`config.mk`:
```
export PLATFORM = sky130hd
export DESIGN_NAME = fnd_divider_chain
export DESIGN_NICKNAME = d
export VERILOG_FILES = /design/src/fnd_ref_divider.sv /design/src/fnd_divider_chain.sv
export SDC_FILE = /design/constraint.sdc
export NUM_CORES = 1
export LEC_CHECK = 0
export BUFFER_PORTS_ARGS = -buffer_cell sky130_fd_sc_hd__buf_2
export CORE_MARGIN = 1.5
export CORE_UTILIZATION = 30
export DETAILED_ROUTE_END_ITERATION = 16
export MAX_ROUTING_LAYER = met4
export PLACE_DENSITY = 0.56
export SYNTH_ARGS = -nofsm -noshare
export SYNTH_HDL_FRONTEND = slang
export SYNTH_HIERARCHICAL = 1
export SYNTH_SLANG_ARGS = --single-unit
```
`constraint.sdc`:
```
create_clock -name sys_clk -period 6.3 [get_ports sys_clk]
set_input_delay 0.63 -clock sys_clk [delete_from_list [all_inputs] [get_ports sys_clk]]
set_output_delay 0.63 -clock sys_clk [all_outputs]
set_load 0.01 [all_outputs]
```
`src/fnd_ref_divider.sv`:
```
// Purpose: Shared constants and the programmable reference divider.
// Assumes: Reference edges arrive as one-cycle ticks on sys_clk.
// Notes: Package first, so this file compiles before the top.
package fnd_pkg;
	// Register map, byte addresses
	localparam logic [7:0] FND_REG_REF_DIV = 8'h00;
	localparam logic [7:0] FND_REG_FB_INT = 8'h04;
	localparam logic [7:0] FND_REG_FB_FRAC = 8'h08;
	localparam logic [7:0] FND_REG_STATUS = 8'h0c;
	// Field widths and positions
	localparam int FND_REF_W = 15;
	localparam int FND_SWL_W = 5;
	localparam int FND_MAIN_W = 10;
	localparam int FND_NUM_W = 4;
	localparam int FND_MAIN_LSB = 5;
	localparam int FND_PSEL_BIT = 16;
	localparam int FND_MSEL_BIT = 4;
	localparam int FND_ST_ACC_LSB = 16;
	localparam int FND_ST_EXTRA_BIT = 20;
	localparam int FND_ST_CNT_LSB = 24;
	// Reset values: ratio 3, integer ratio 16*17+0
	localparam logic [14:0] FND_REF_RST = 15'h0003;
	localparam logic [14:0] FND_REF_MIN = 15'h0003;
	localparam logic [4:0] FND_SWL_RST = 5'h00;
	localparam logic [9:0] FND_MAIN_RST = 10'h011;
	// Moduli
	localparam logic [5:0] FND_PRE_LO = 6'h10;
	localparam logic [5:0] FND_PRE_HI = 6'h20;
	localparam logic [4:0] FND_FRAC_16 = 5'h10;
	localparam logic [4:0] FND_FRAC_15 = 5'h0f;

	function automatic logic [5:0] fnd_base_mod(input logic psel);
		fnd_base_mod = psel ? FND_PRE_HI : FND_PRE_LO;
	endfunction

	function automatic logic [4:0] fnd_frac_mod(input logic msel);
		fnd_frac_mod = msel ? FND_FRAC_15 : FND_FRAC_16;
	endfunction

	// Integer ratio base*main+swallow, with main>=1 and swallow<=main
	function automatic logic [15:0] fnd_ratio(input logic psel, input logic [4:0] a, input logic [9:0] b);
		logic [9:0] be;
		logic [4:0] ae;
		be = (b == 10'h000) ? 10'h001 : b;
		ae = ({5'h00, a} > be) ? be[4:0] : a;
		fnd_ratio = 16'(fnd_base_mod(psel)) * 16'(be) + 16'(ae);
	endfunction
endpackage

`timescale 1ns/1ps
module fnd_ref_divider
	import fnd_pkg::*;
#(
	parameter int W = FND_REF_W
) (
	// Clock and reset
	input wire logic sys_clk,
	input wire logic rstn,
	// Count input and ratio
	input wire logic tick,
	input wire logic [W-1:0] ratio,
	// Divided output
	output logic pulse_q,
	output logic [W-1:0] cnt_q
);
	logic [W-1:0] eff;
	logic wrap;

	// Ratios below the minimum run at the minimum
	assign eff = (ratio < W'(FND_REF_MIN)) ? W'(FND_REF_MIN) : ratio;
	// >= rather than == so a lowered ratio cannot strand the count
	assign wrap = (cnt_q >= eff - W'(1));

	always_ff @(posedge sys_clk or negedge rstn) begin
		if (!rstn) begin
			cnt_q <= '0;
		end else if (tick) begin
			cnt_q <= wrap ? '0 : cnt_q + W'(1);
		end
	end

	always_ff @(posedge sys_clk or negedge rstn) begin
		if (!rstn) begin
			pulse_q <= 1'b0;
		end else begin
			pulse_q <= tick & wrap;
		end
	end

	a_ref_wrap_cause: assert property (@(posedge sys_clk) disable iff (!rstn)
		pulse_q |-> $past(tick) && $past(cnt_q) >= $past(eff) - W'(1))
		else $error("reference pulse without wrap");
	a_ref_tick_only: assert property (@(posedge sys_clk) disable iff (!rstn)
		!tick |=> !pulse_q && $stable(cnt_q))
		else $error("reference divider moved without a tick");
endmodule

```
`src/fnd_divider_chain.sv`:
```
// Purpose: Reference and fractional feedback divider chain of a synthesizer.
// Assumes: Both divider inputs are synchronous levels on sys_clk.
// Notes: Input edge rate is limited to half of sys_clk.
//
// The register offsets and strobed register access are this design's own decisions.
`timescale 1ns/1ps
module fnd_divider_chain
	import fnd_pkg::*;
(
	// Clock and reset
	input wire logic sys_clk,
	input wire logic rstn,
	// Divider inputs
	input wire logic reference_clock_input,
	input wire logic rf_divider_input,
	// Register port
	input wire logic [7:0] addr,
	input wire logic [31:0] wr_data,
	input wire logic wr_en,
	input wire logic rd_en,
	output logic [31:0] rd_data,
	// Phase detector pulses
	output logic reference_compare_pulse,
	output logic feedback_compare_pulse
);
	// Input edge detect
	logic ref_prev_q;
	logic rf_prev_q;
	logic ref_tick;
	logic rf_edge;

	// Software settings
	logic [14:0] ref_ratio_q;
	logic [4:0] swl_q;
	logic [9:0] main_q;
	logic psel_q;
	logic [3:0] num_q;
	logic msel_q;

	// Settings in use, taken at each division end
	logic [4:0] sh_a_q;
	logic [9:0] sh_b_q;
	logic sh_psel_q;
	logic [3:0] sh_num_q;
	logic sh_msel_q;

	// Feedback counters
	logic [5:0] pre_cnt_q;
	logic [4:0] a_cnt_q;
	logic [9:0] b_cnt_q;
	logic extra_q;
	logic [3:0] acc_q;
	logic [7:0] fb_cnt_q;
	logic ref_pulse;

	// Decode of the settings in use
	logic [5:0] base;
	logic [9:0] b_eff;
	logic [4:0] a_eff;
	logic swallow_on;
	logic last_period;
	logic [5:0] cur_mod;
	logic period_end;
	logic div_end;
	logic [4:0] acc_sum;
	logic [4:0] frac_mod;
	logic ovf;
	logic [4:0] acc_wrap;
	logic [15:0] ratio_now;

	always_ff @(posedge sys_clk or negedge rstn) begin
		if (!rstn) begin
			ref_prev_q <= 1'b0;
			rf_prev_q <= 1'b0;
		end else begin
			ref_prev_q <= reference_clock_input;
			rf_prev_q <= rf_divider_input;
		end
	end

	assign ref_tick = reference_clock_input & ~ref_prev_q;
	assign rf_edge = rf_divider_input & ~rf_prev_q;

	// Register writes
	always_ff @(posedge sys_clk or negedge rstn) begin
		if (!rstn) begin
			ref_ratio_q <= FND_REF_RST;
			swl_q <= FND_SWL_RST;
			main_q <= FND_MAIN_RST;
			psel_q <= 1'b0;
			num_q <= 4'h0;
			msel_q <= 1'b0;
		end else if (wr_en) begin
			case (addr)
				FND_REG_REF_DIV: begin
					ref_ratio_q <= wr_data[FND_REF_W-1:0];
				end
				FND_REG_FB_INT: begin
					swl_q <= wr_data[FND_SWL_W-1:0];
					main_q <= wr_data[FND_MAIN_LSB +: FND_MAIN_W];
					psel_q <= wr_data[FND_PSEL_BIT];
				end
				FND_REG_FB_FRAC: begin
					num_q <= wr_data[FND_NUM_W-1:0];
					msel_q <= wr_data[FND_MSEL_BIT];
				end
				default: begin
				end
			endcase
		end
	end

	// Reference divider
	fnd_ref_divider #(
		.W(FND_REF_W)
	) u_ref (
		.sys_clk(sys_clk),
		.rstn(rstn),
		.tick(ref_tick),
		.ratio(ref_ratio_q),
		.pulse_q(ref_pulse),
		.cnt_q()
	);

	// Output registers; the reference pulse lands two cycles after its edge, the feedback pulse one
	always_ff @(posedge sys_clk or negedge rstn) begin
		if (!rstn) begin
			reference_compare_pulse <= 1'b0;
		end else begin
			reference_compare_pulse <= ref_pulse;
		end
	end

	always_ff @(posedge sys_clk or negedge rstn) begin
		if (!rstn) begin
			feedback_compare_pulse <= 1'b0;
		end else begin
			feedback_compare_pulse <= div_end;
		end
	end

	// Decode; out-of-range swallow is clamped to main
	assign base = fnd_base_mod(sh_psel_q);
	assign b_eff = (sh_b_q == 10'h000) ? 10'h001 : sh_b_q;
	assign a_eff = ({5'h00, sh_a_q} > b_eff) ? b_eff[4:0] : sh_a_q;
	assign swallow_on = (a_cnt_q < a_eff);
	assign last_period = (b_cnt_q == b_eff - 10'h001);
	// Pending overflow stretches the last prescaler period by one
	assign cur_mod = base + {5'h00, swallow_on} + {5'h00, last_period & extra_q};
	assign period_end = rf_edge && (pre_cnt_q >= cur_mod - 6'h01);
	assign div_end = period_end && last_period;

	// Fraction accumulator decode
	assign frac_mod = fnd_frac_mod(sh_msel_q);
	assign acc_sum = {1'b0, acc_q} + {1'b0, sh_num_q};
	assign ovf = (acc_sum >= frac_mod);
	assign acc_wrap = ovf ? acc_sum - frac_mod : acc_sum;
	assign ratio_now = fnd_ratio(sh_psel_q, sh_a_q, sh_b_q);

	// Prescaler, clocked only by RF edges
	always_ff @(posedge sys_clk or negedge rstn) begin
		if (!rstn) begin
			pre_cnt_q <= 6'h00;
		end else if (rf_edge) begin
			pre_cnt_q <= period_end ? 6'h00 : pre_cnt_q + 6'h01;
		end
	end

	// Swallow counter
	always_ff @(posedge sys_clk or negedge rstn) begin
		if (!rstn) begin
			a_cnt_q <= 5'h00;
		end else if (div_end) begin
			a_cnt_q <= 5'h00;
		end else if (period_end && swallow_on) begin
			a_cnt_q <= a_cnt_q + 5'h01;
		end
	end

	// Main counter
	always_ff @(posedge sys_clk or negedge rstn) begin
		if (!rstn) begin
			b_cnt_q <= 10'h000;
		end else if (div_end) begin
			b_cnt_q <= 10'h000;
		end else if (period_end) begin
			b_cnt_q <= b_cnt_q + 10'h001;
		end
	end

	// Accumulator steps once per comparison cycle
	always_ff @(posedge sys_clk or negedge rstn) begin
		if (!rstn) begin
			acc_q <= 4'h0;
			extra_q <= 1'b0;
		end else if (div_end) begin
			acc_q <= acc_wrap[3:0];
			extra_q <= ovf;
		end
	end

	// New feedback settings only at a division boundary, so no cycle is torn; the reference ratio applies at once
	always_ff @(posedge sys_clk or negedge rstn) begin
		if (!rstn) begin
			sh_a_q <= FND_SWL_RST;
			sh_b_q <= FND_MAIN_RST;
			sh_psel_q <= 1'b0;
			sh_num_q <= 4'h0;
			sh_msel_q <= 1'b0;
		end else if (div_end) begin
			sh_a_q <= swl_q;
			sh_b_q <= main_q;
			sh_psel_q <= psel_q;
			sh_num_q <= num_q;
			sh_msel_q <= msel_q;
		end
	end

	// Feedback pulse count for status
	always_ff @(posedge sys_clk or negedge rstn) begin
		if (!rstn) begin
			fb_cnt_q <= 8'h00;
		end else if (div_end) begin
			fb_cnt_q <= fb_cnt_q + 8'h01;
		end
	end

	// Register reads, data in the following cycle only
	always_ff @(posedge sys_clk or negedge rstn) begin
		if (!rstn) begin
			rd_data <= 32'h0000_0000;
		end else begin
			rd_data <= 32'h0000_0000;
			if (rd_en) begin
				case (addr)
					FND_REG_REF_DIV: begin
						rd_data <= {17'h00000, ref_ratio_q};
					end
					FND_REG_FB_INT: begin
						rd_data <= {15'h0000, psel_q, 1'b0, main_q, swl_q};
					end
					FND_REG_FB_FRAC: begin
						rd_data <= {27'h0000000, msel_q, num_q};
					end
					FND_REG_STATUS: begin
						rd_data <= {fb_cnt_q, 3'h0, extra_q, acc_q, ratio_now};
					end
					default: begin
						rd_data <= 32'h0000_0000;
					end
				endcase
			end
		end
	end

	// Checker helpers: RF edges per division and the length expected
	logic [15:0] len_q;
	logic [15:0] exp_q;
	logic [15:0] exp_d;

	assign exp_d = fnd_ratio(psel_q, swl_q, main_q) + {15'h0000, ovf};

	always_ff @(posedge sys_clk or negedge rstn) begin
		if (!rstn) begin
			len_q <= 16'h0000;
		end else if (div_end) begin
			len_q <= 16'h0000;
		end else if (rf_edge) begin
			len_q <= len_q + 16'h0001;
		end
	end

	always_ff @(posedge sys_clk or negedge rstn) begin
		if (!rstn) begin
			exp_q <= fnd_ratio(1'b0, FND_SWL_RST, FND_MAIN_RST);
		end else if (div_end) begin
			exp_q <= exp_d;
		end
	end

	a_fb_div_length: assert property (@(posedge sys_clk) disable iff (!rstn)
		div_end |-> (len_q + 16'h0001) == exp_q)
		else $error("feedback division length wrong");

	a_fb_rf_clocked: assert property (@(posedge sys_clk) disable iff (!rstn)
		feedback_compare_pulse |-> $past(rf_edge) && !$past(ref_tick && !rf_edge))
		else $error("feedback pulse without an RF edge");

	a_fb_pulse_single: assert property (@(posedge sys_clk) disable iff (!rstn)
		$rose(feedback_compare_pulse) |=> !feedback_compare_pulse ##1 !feedback_compare_pulse)
		else $error("feedback pulse longer than one cycle");

	a_acc_in_range: assert property (@(posedge sys_clk) disable iff (!rstn)
		div_end && {1'b0, acc_q} < frac_mod |=> {1'b0, acc_q} < $past(frac_mod))
		else $error("accumulator beyond its modulus");

	a_acc_ovf_extra: assert property (@(posedge sys_clk) disable iff (!rstn)
		div_end && ({1'b0, acc_q} + {1'b0, sh_num_q} >= frac_mod) |=> extra_q && cur_mod >= base)
		else $error("overflow did not arm a swallow");

	a_acc_step: assert property (@(posedge sys_clk) disable iff (!rstn)
		div_end && !ovf |=> acc_q == $past(acc_q) + $past(sh_num_q))
		else $error("accumulator did not add the numerator");

	a_swallow_limit: assert property (@(posedge sys_clk) disable iff (!rstn)
		{5'h00, a_cnt_q} <= b_eff)
		else $error("swallow count passed main count");

	a_prescale_mod: assert property (@(posedge sys_clk) disable iff (!rstn)
		pre_cnt_q < cur_mod && (base == FND_PRE_LO || base == FND_PRE_HI))
		else $error("prescaler count out of range");

	a_main_limit: assert property (@(posedge sys_clk) disable iff (!rstn)
		b_cnt_q < b_eff)
		else $error("main count passed its setting");

	// Range checks on measured lengths, not on the decode
	a_lo_ratio_span: assert property (@(posedge sys_clk) disable iff (!rstn)
		div_end && !sh_psel_q && sh_b_q >= 10'h011 |->
		(len_q + 16'h0001) >= 16'h0110 && (len_q + 16'h0001) <= 16'h4010)
		else $error("16/17 division outside its range");

	a_hi_ratio_span: assert property (@(posedge sys_clk) disable iff (!rstn)
		div_end && sh_psel_q && sh_b_q >= 10'h021 |->
		(len_q + 16'h0001) >= 16'h0420 && (len_q + 16'h0001) <= 16'h8000)
		else $error("32/33 division outside its range");

endmodule

```
==> impl_metrics.ini <==
[power]
power_frac_comb_pct = 17.1
vdd_ir_drop_max_mv = 0.127
pwr-share-clk_pct = 42.5
power_density_mw_per_mm2 = 264
p_seq_share_pct = 40.4
switching_share_pct = 28.2
netSwitchingPower_mw = 0.722
cell_internal_pwr_mw = 1.83
p_leak_nw = 4.72

[timing]
maxSlewViolCount = 0
tightest_slew_ps = 1030
setup_viol = 0
setup_tns_ps = 0
fin_crit_sh_pct = 90.6
fin_crit_ps = 5710
rsz0062_at_grt = no
fmax_mhz = 175
relSlewSlack_pct = 30.8
clock_skew_ps = 12.5
hold_viol = 0
setup_ws_ps = 590

[critical_path]
path_buf_inv = 4
cp_common_cell = ha_1
path_delay_family = compound AO/OA/AOI/OAI gates
criticalPathCategory = flip-flop to flip-flop
cp-end-kind = flip-flop
arrival_ps = 6020
cp_slowest_stage_delay_ps = 460
required_ps = 6610
cp_max_fo = 18
critPathLaunchType = flip-flop
crit_slowest_cell = dfrtp_1

[synthesis]
synthTopCellsByArea = dfrtp_1 40%, ha_1 12%, mux2_2 7.0%
synth_top_family_by_area = simple AND/OR/NAND/NOR gates
synthAdderAreaFrac_pct = 12.6
ys_seq_area_share_pct = 42.2
ys_ff_latch = 140
synth.most_common_cell = dfrtp_1
synthXorXnorAreaFrac_pct = 6.31
ys.flop_type = dfrtp_1
syn-cell-area_mm2 = 0.00832
avgSynthCellArea_um2 = 10.5
synth_top_area_share_pct = 40.3
synthMuxAreaShare_pct = 9.74
synth-compound-area-share_pct = 10.4
yosys.area.top_type = dfrtp_1
netlist_top_cells_count = 134 x dfrtp_1, 79 x ha_1, 68 x nand2_1
yosysWarnings = 6
synth_edf_count = 0
synth-simple-area-share_pct = 15.7
synth_cell_types = 72
netlist_instances = 795
synthArstFlopShare_pct = 100

[cells_and_area]
nFillCells = 2735
regArea_mm2 = 0.00351
area_growth_pct = 16.3
finalNetCount = 988
multi_input_area_mm2 = 0.00462
drive_gt1_share_pct = 20.5
final_area_mm2 = 0.00968
antenna_cells = 0

[grt]
grt-ovfl-total = 0
grt_use_total_pct = 14.2
grt_start_max_net_pins = 76
grt_pass1_wl_um = 30900
antenna_found_initial = 1
grt_pass1_vias = 5849

[floorplanning]
ios = 80
initial_core_util_pct = 30.7
die_h_um = 170
dieArea_mm2 = 0.0288
dieWidth_um = 170
core-area_mm2 = 0.0271
rows = 60

[cts]
ctsLongestPathBuffers = 2
cts_root_buffer = clkbuf_16
tritoncts = done
htreeDepth = 4
cts_inserted_buffers = 17
clk_pin_slew_worst_paths_ps = 60
clkLatencyLatePin_ps = 430
cts_num_sinks = 140

[detailed_routing]
vias_per_cell = 4.83
wl_per_cell_um = 15.0
drt-total-wl_um = 18600
drt-initial-drc-count = 333
drtPass1Iterations = 5
final_antenna_net_count = 0
via_count = 6017
drc = 0

[run_status]
run_status = finished clean

[place]
dpl-instance-area_mm2 = 0.00904
gp_congestion = 0.802
dp_hpwl_um = 13600
place_ws_ps = 412
port_buffers = 60

[job]
cap_viol_max_count = 0

[min_path]
hp-class = primary input to asynchronous set/reset pin
power by group through the flow:
stage | Combinational [mW] | Clock [mW] | Sequential, mW
2_1_floorplan | 0.331 | 0 | 1.02
3_3_place_gp | 0.418 | 0 | 1.05
3_5_place_dp | 0.429 | 0 | 1.05
4_1_cts | 0.433 | 1.12 | 1.03
5_1_grt | 0.510 | 1.15 | 1.04
6_report | 0.436 | 1.09 | 1.03
final timing paths:
path	slack [ps]	to	cells after the start	startpoint
max	590	sh_num_q[2]	25	sh_b_q[1]
min	190	rd_data[5]	1	rstn
max reg2reg	590	sh_num_q[2]	25	sh_b_q[1]
min reg2reg	350	reference_compare_pulse	0	u_ref/pulse_q
max in group asynchronous	4710	pre_cnt_q[1]	2	rstn
min in group sys_clk	320	ref_prev_q	1	reference_clock_input
through the flow:
stage / std cells / power (mW) / util [%] / hold slack (ps)
finish: 1245 / 2.56 / 35.7 / 188
floorplan: 806 / 1.35 / - / 331
global placement: 1213 / 1.47 / 33.4 / 336
CTS: 1245 / 2.58 / 35.7 / 218
global route: 1245 / 2.70 / 35.7 / 228
detailed placement: 1213 / 1.48 / 33.4 / 335
cells in the final DEF (no fill, tap or decap), types with 5 or more instances in the layout:
| cell type | n |
|---|---|
| nand3_1 | 16 |
| nand4_1 | 10 |
| ha_1 | 79 |
| mux2_1 | 8 |
| nor4_1 | 9 |
| and3_1 | 23 |
| or3_1 | 6 |
| xor2_1 | 21 |
| nor2_1 | 55 |
| mux2i_1 | 9 |
| a21o_1 | 8 |
| a22o_1 | 5 |
| conb_1 | 12 |
| dfrtp_1 | 134 |
| dfstp_2 | 6 |
| mux2_2 | 52 |
| clkbuf_16 | 17 |
| o21ai_0 | 43 |
| buf_4 | 8 |
| a21oi_1 | 28 |
| nor2b_1 | 14 |
| nand2_1 | 68 |
| nand2b_1 | 8 |
| a22oi_1 | 9 |
| inv_1 | 23 |
| buf_2 | 59 |
| a211oi_1 | 8 |
| xnor2_1 | 39 |
| nor3_1 | 14 |
timing repair:
item	CTS	global route
hold buffers	0	0
setup endpoints to repair	0	36
setup buffers	0	0
gates resized for setup	0	2
state kept, by name (all words and copies together), names as in the netlist, 4 cells and up:
signal,count
a_cnt_q,5
acc_q,4
b_cnt_q,10
fb_cnt_q,8
main_q,10
num_q,4
pre_cnt_q,6
rd_data,29
ref_ratio_q,15
sh_a_q,5
sh_b_q,10
sh_num_q,4
swl_q,5
u_ref/cnt_q,15
final cells by class:
type                       count  share of cell area (%)
multi-input combinational    609                    47.7
sequential                   140                    36.3
tap                          372                    4.81
clock buffer                  19                    4.58
timing repair buffer          68                    3.79
clock inverter                13                    1.94
inverter                      24                   0.931
worst reg2reg max path, cell delays in order, from the launching register on:
cell and delay [ps]:
dfrtp_1 460, nor4_1 450, a31oi_1 170, inv_1 80, ha_1 220, nand2_1 70, o211ai_1 80, a31o_2 300
mux2i_1 230, ha_1 270, o21a_1 160, o21ai_0 140, nand2b_1 70, a21oi_1 190, a21o_1 160, inv_1 110
ha_1 290, inv_1 40, ha_1 250, nand2b_1 150, a2111oi_2 410, nor3_1 120, or2_2 400, nand3_2 110
buf_4 280, mux2_2 380
cell families (layout without fill, tap and decap cells):
logic type,Yosys count,in the layout
fa+ha+maj,82,82
buf+inv,57,124
other cells,1,12
flops,140,140
mux,71,71
compound gates,133,133
xor+xnor,60,60
simple gates,251,251
layer usage:
layer,share of wire (%),up-vias,GRT usage (%)
met4,1.6,0,4.69
li1,-,2963,-
met5,0,-,-
met1,52,2923,20.1
met2,43,107,20.3
met3,3.6,24,2.78
Note: power is estimated with default switching activity, not from simulation.
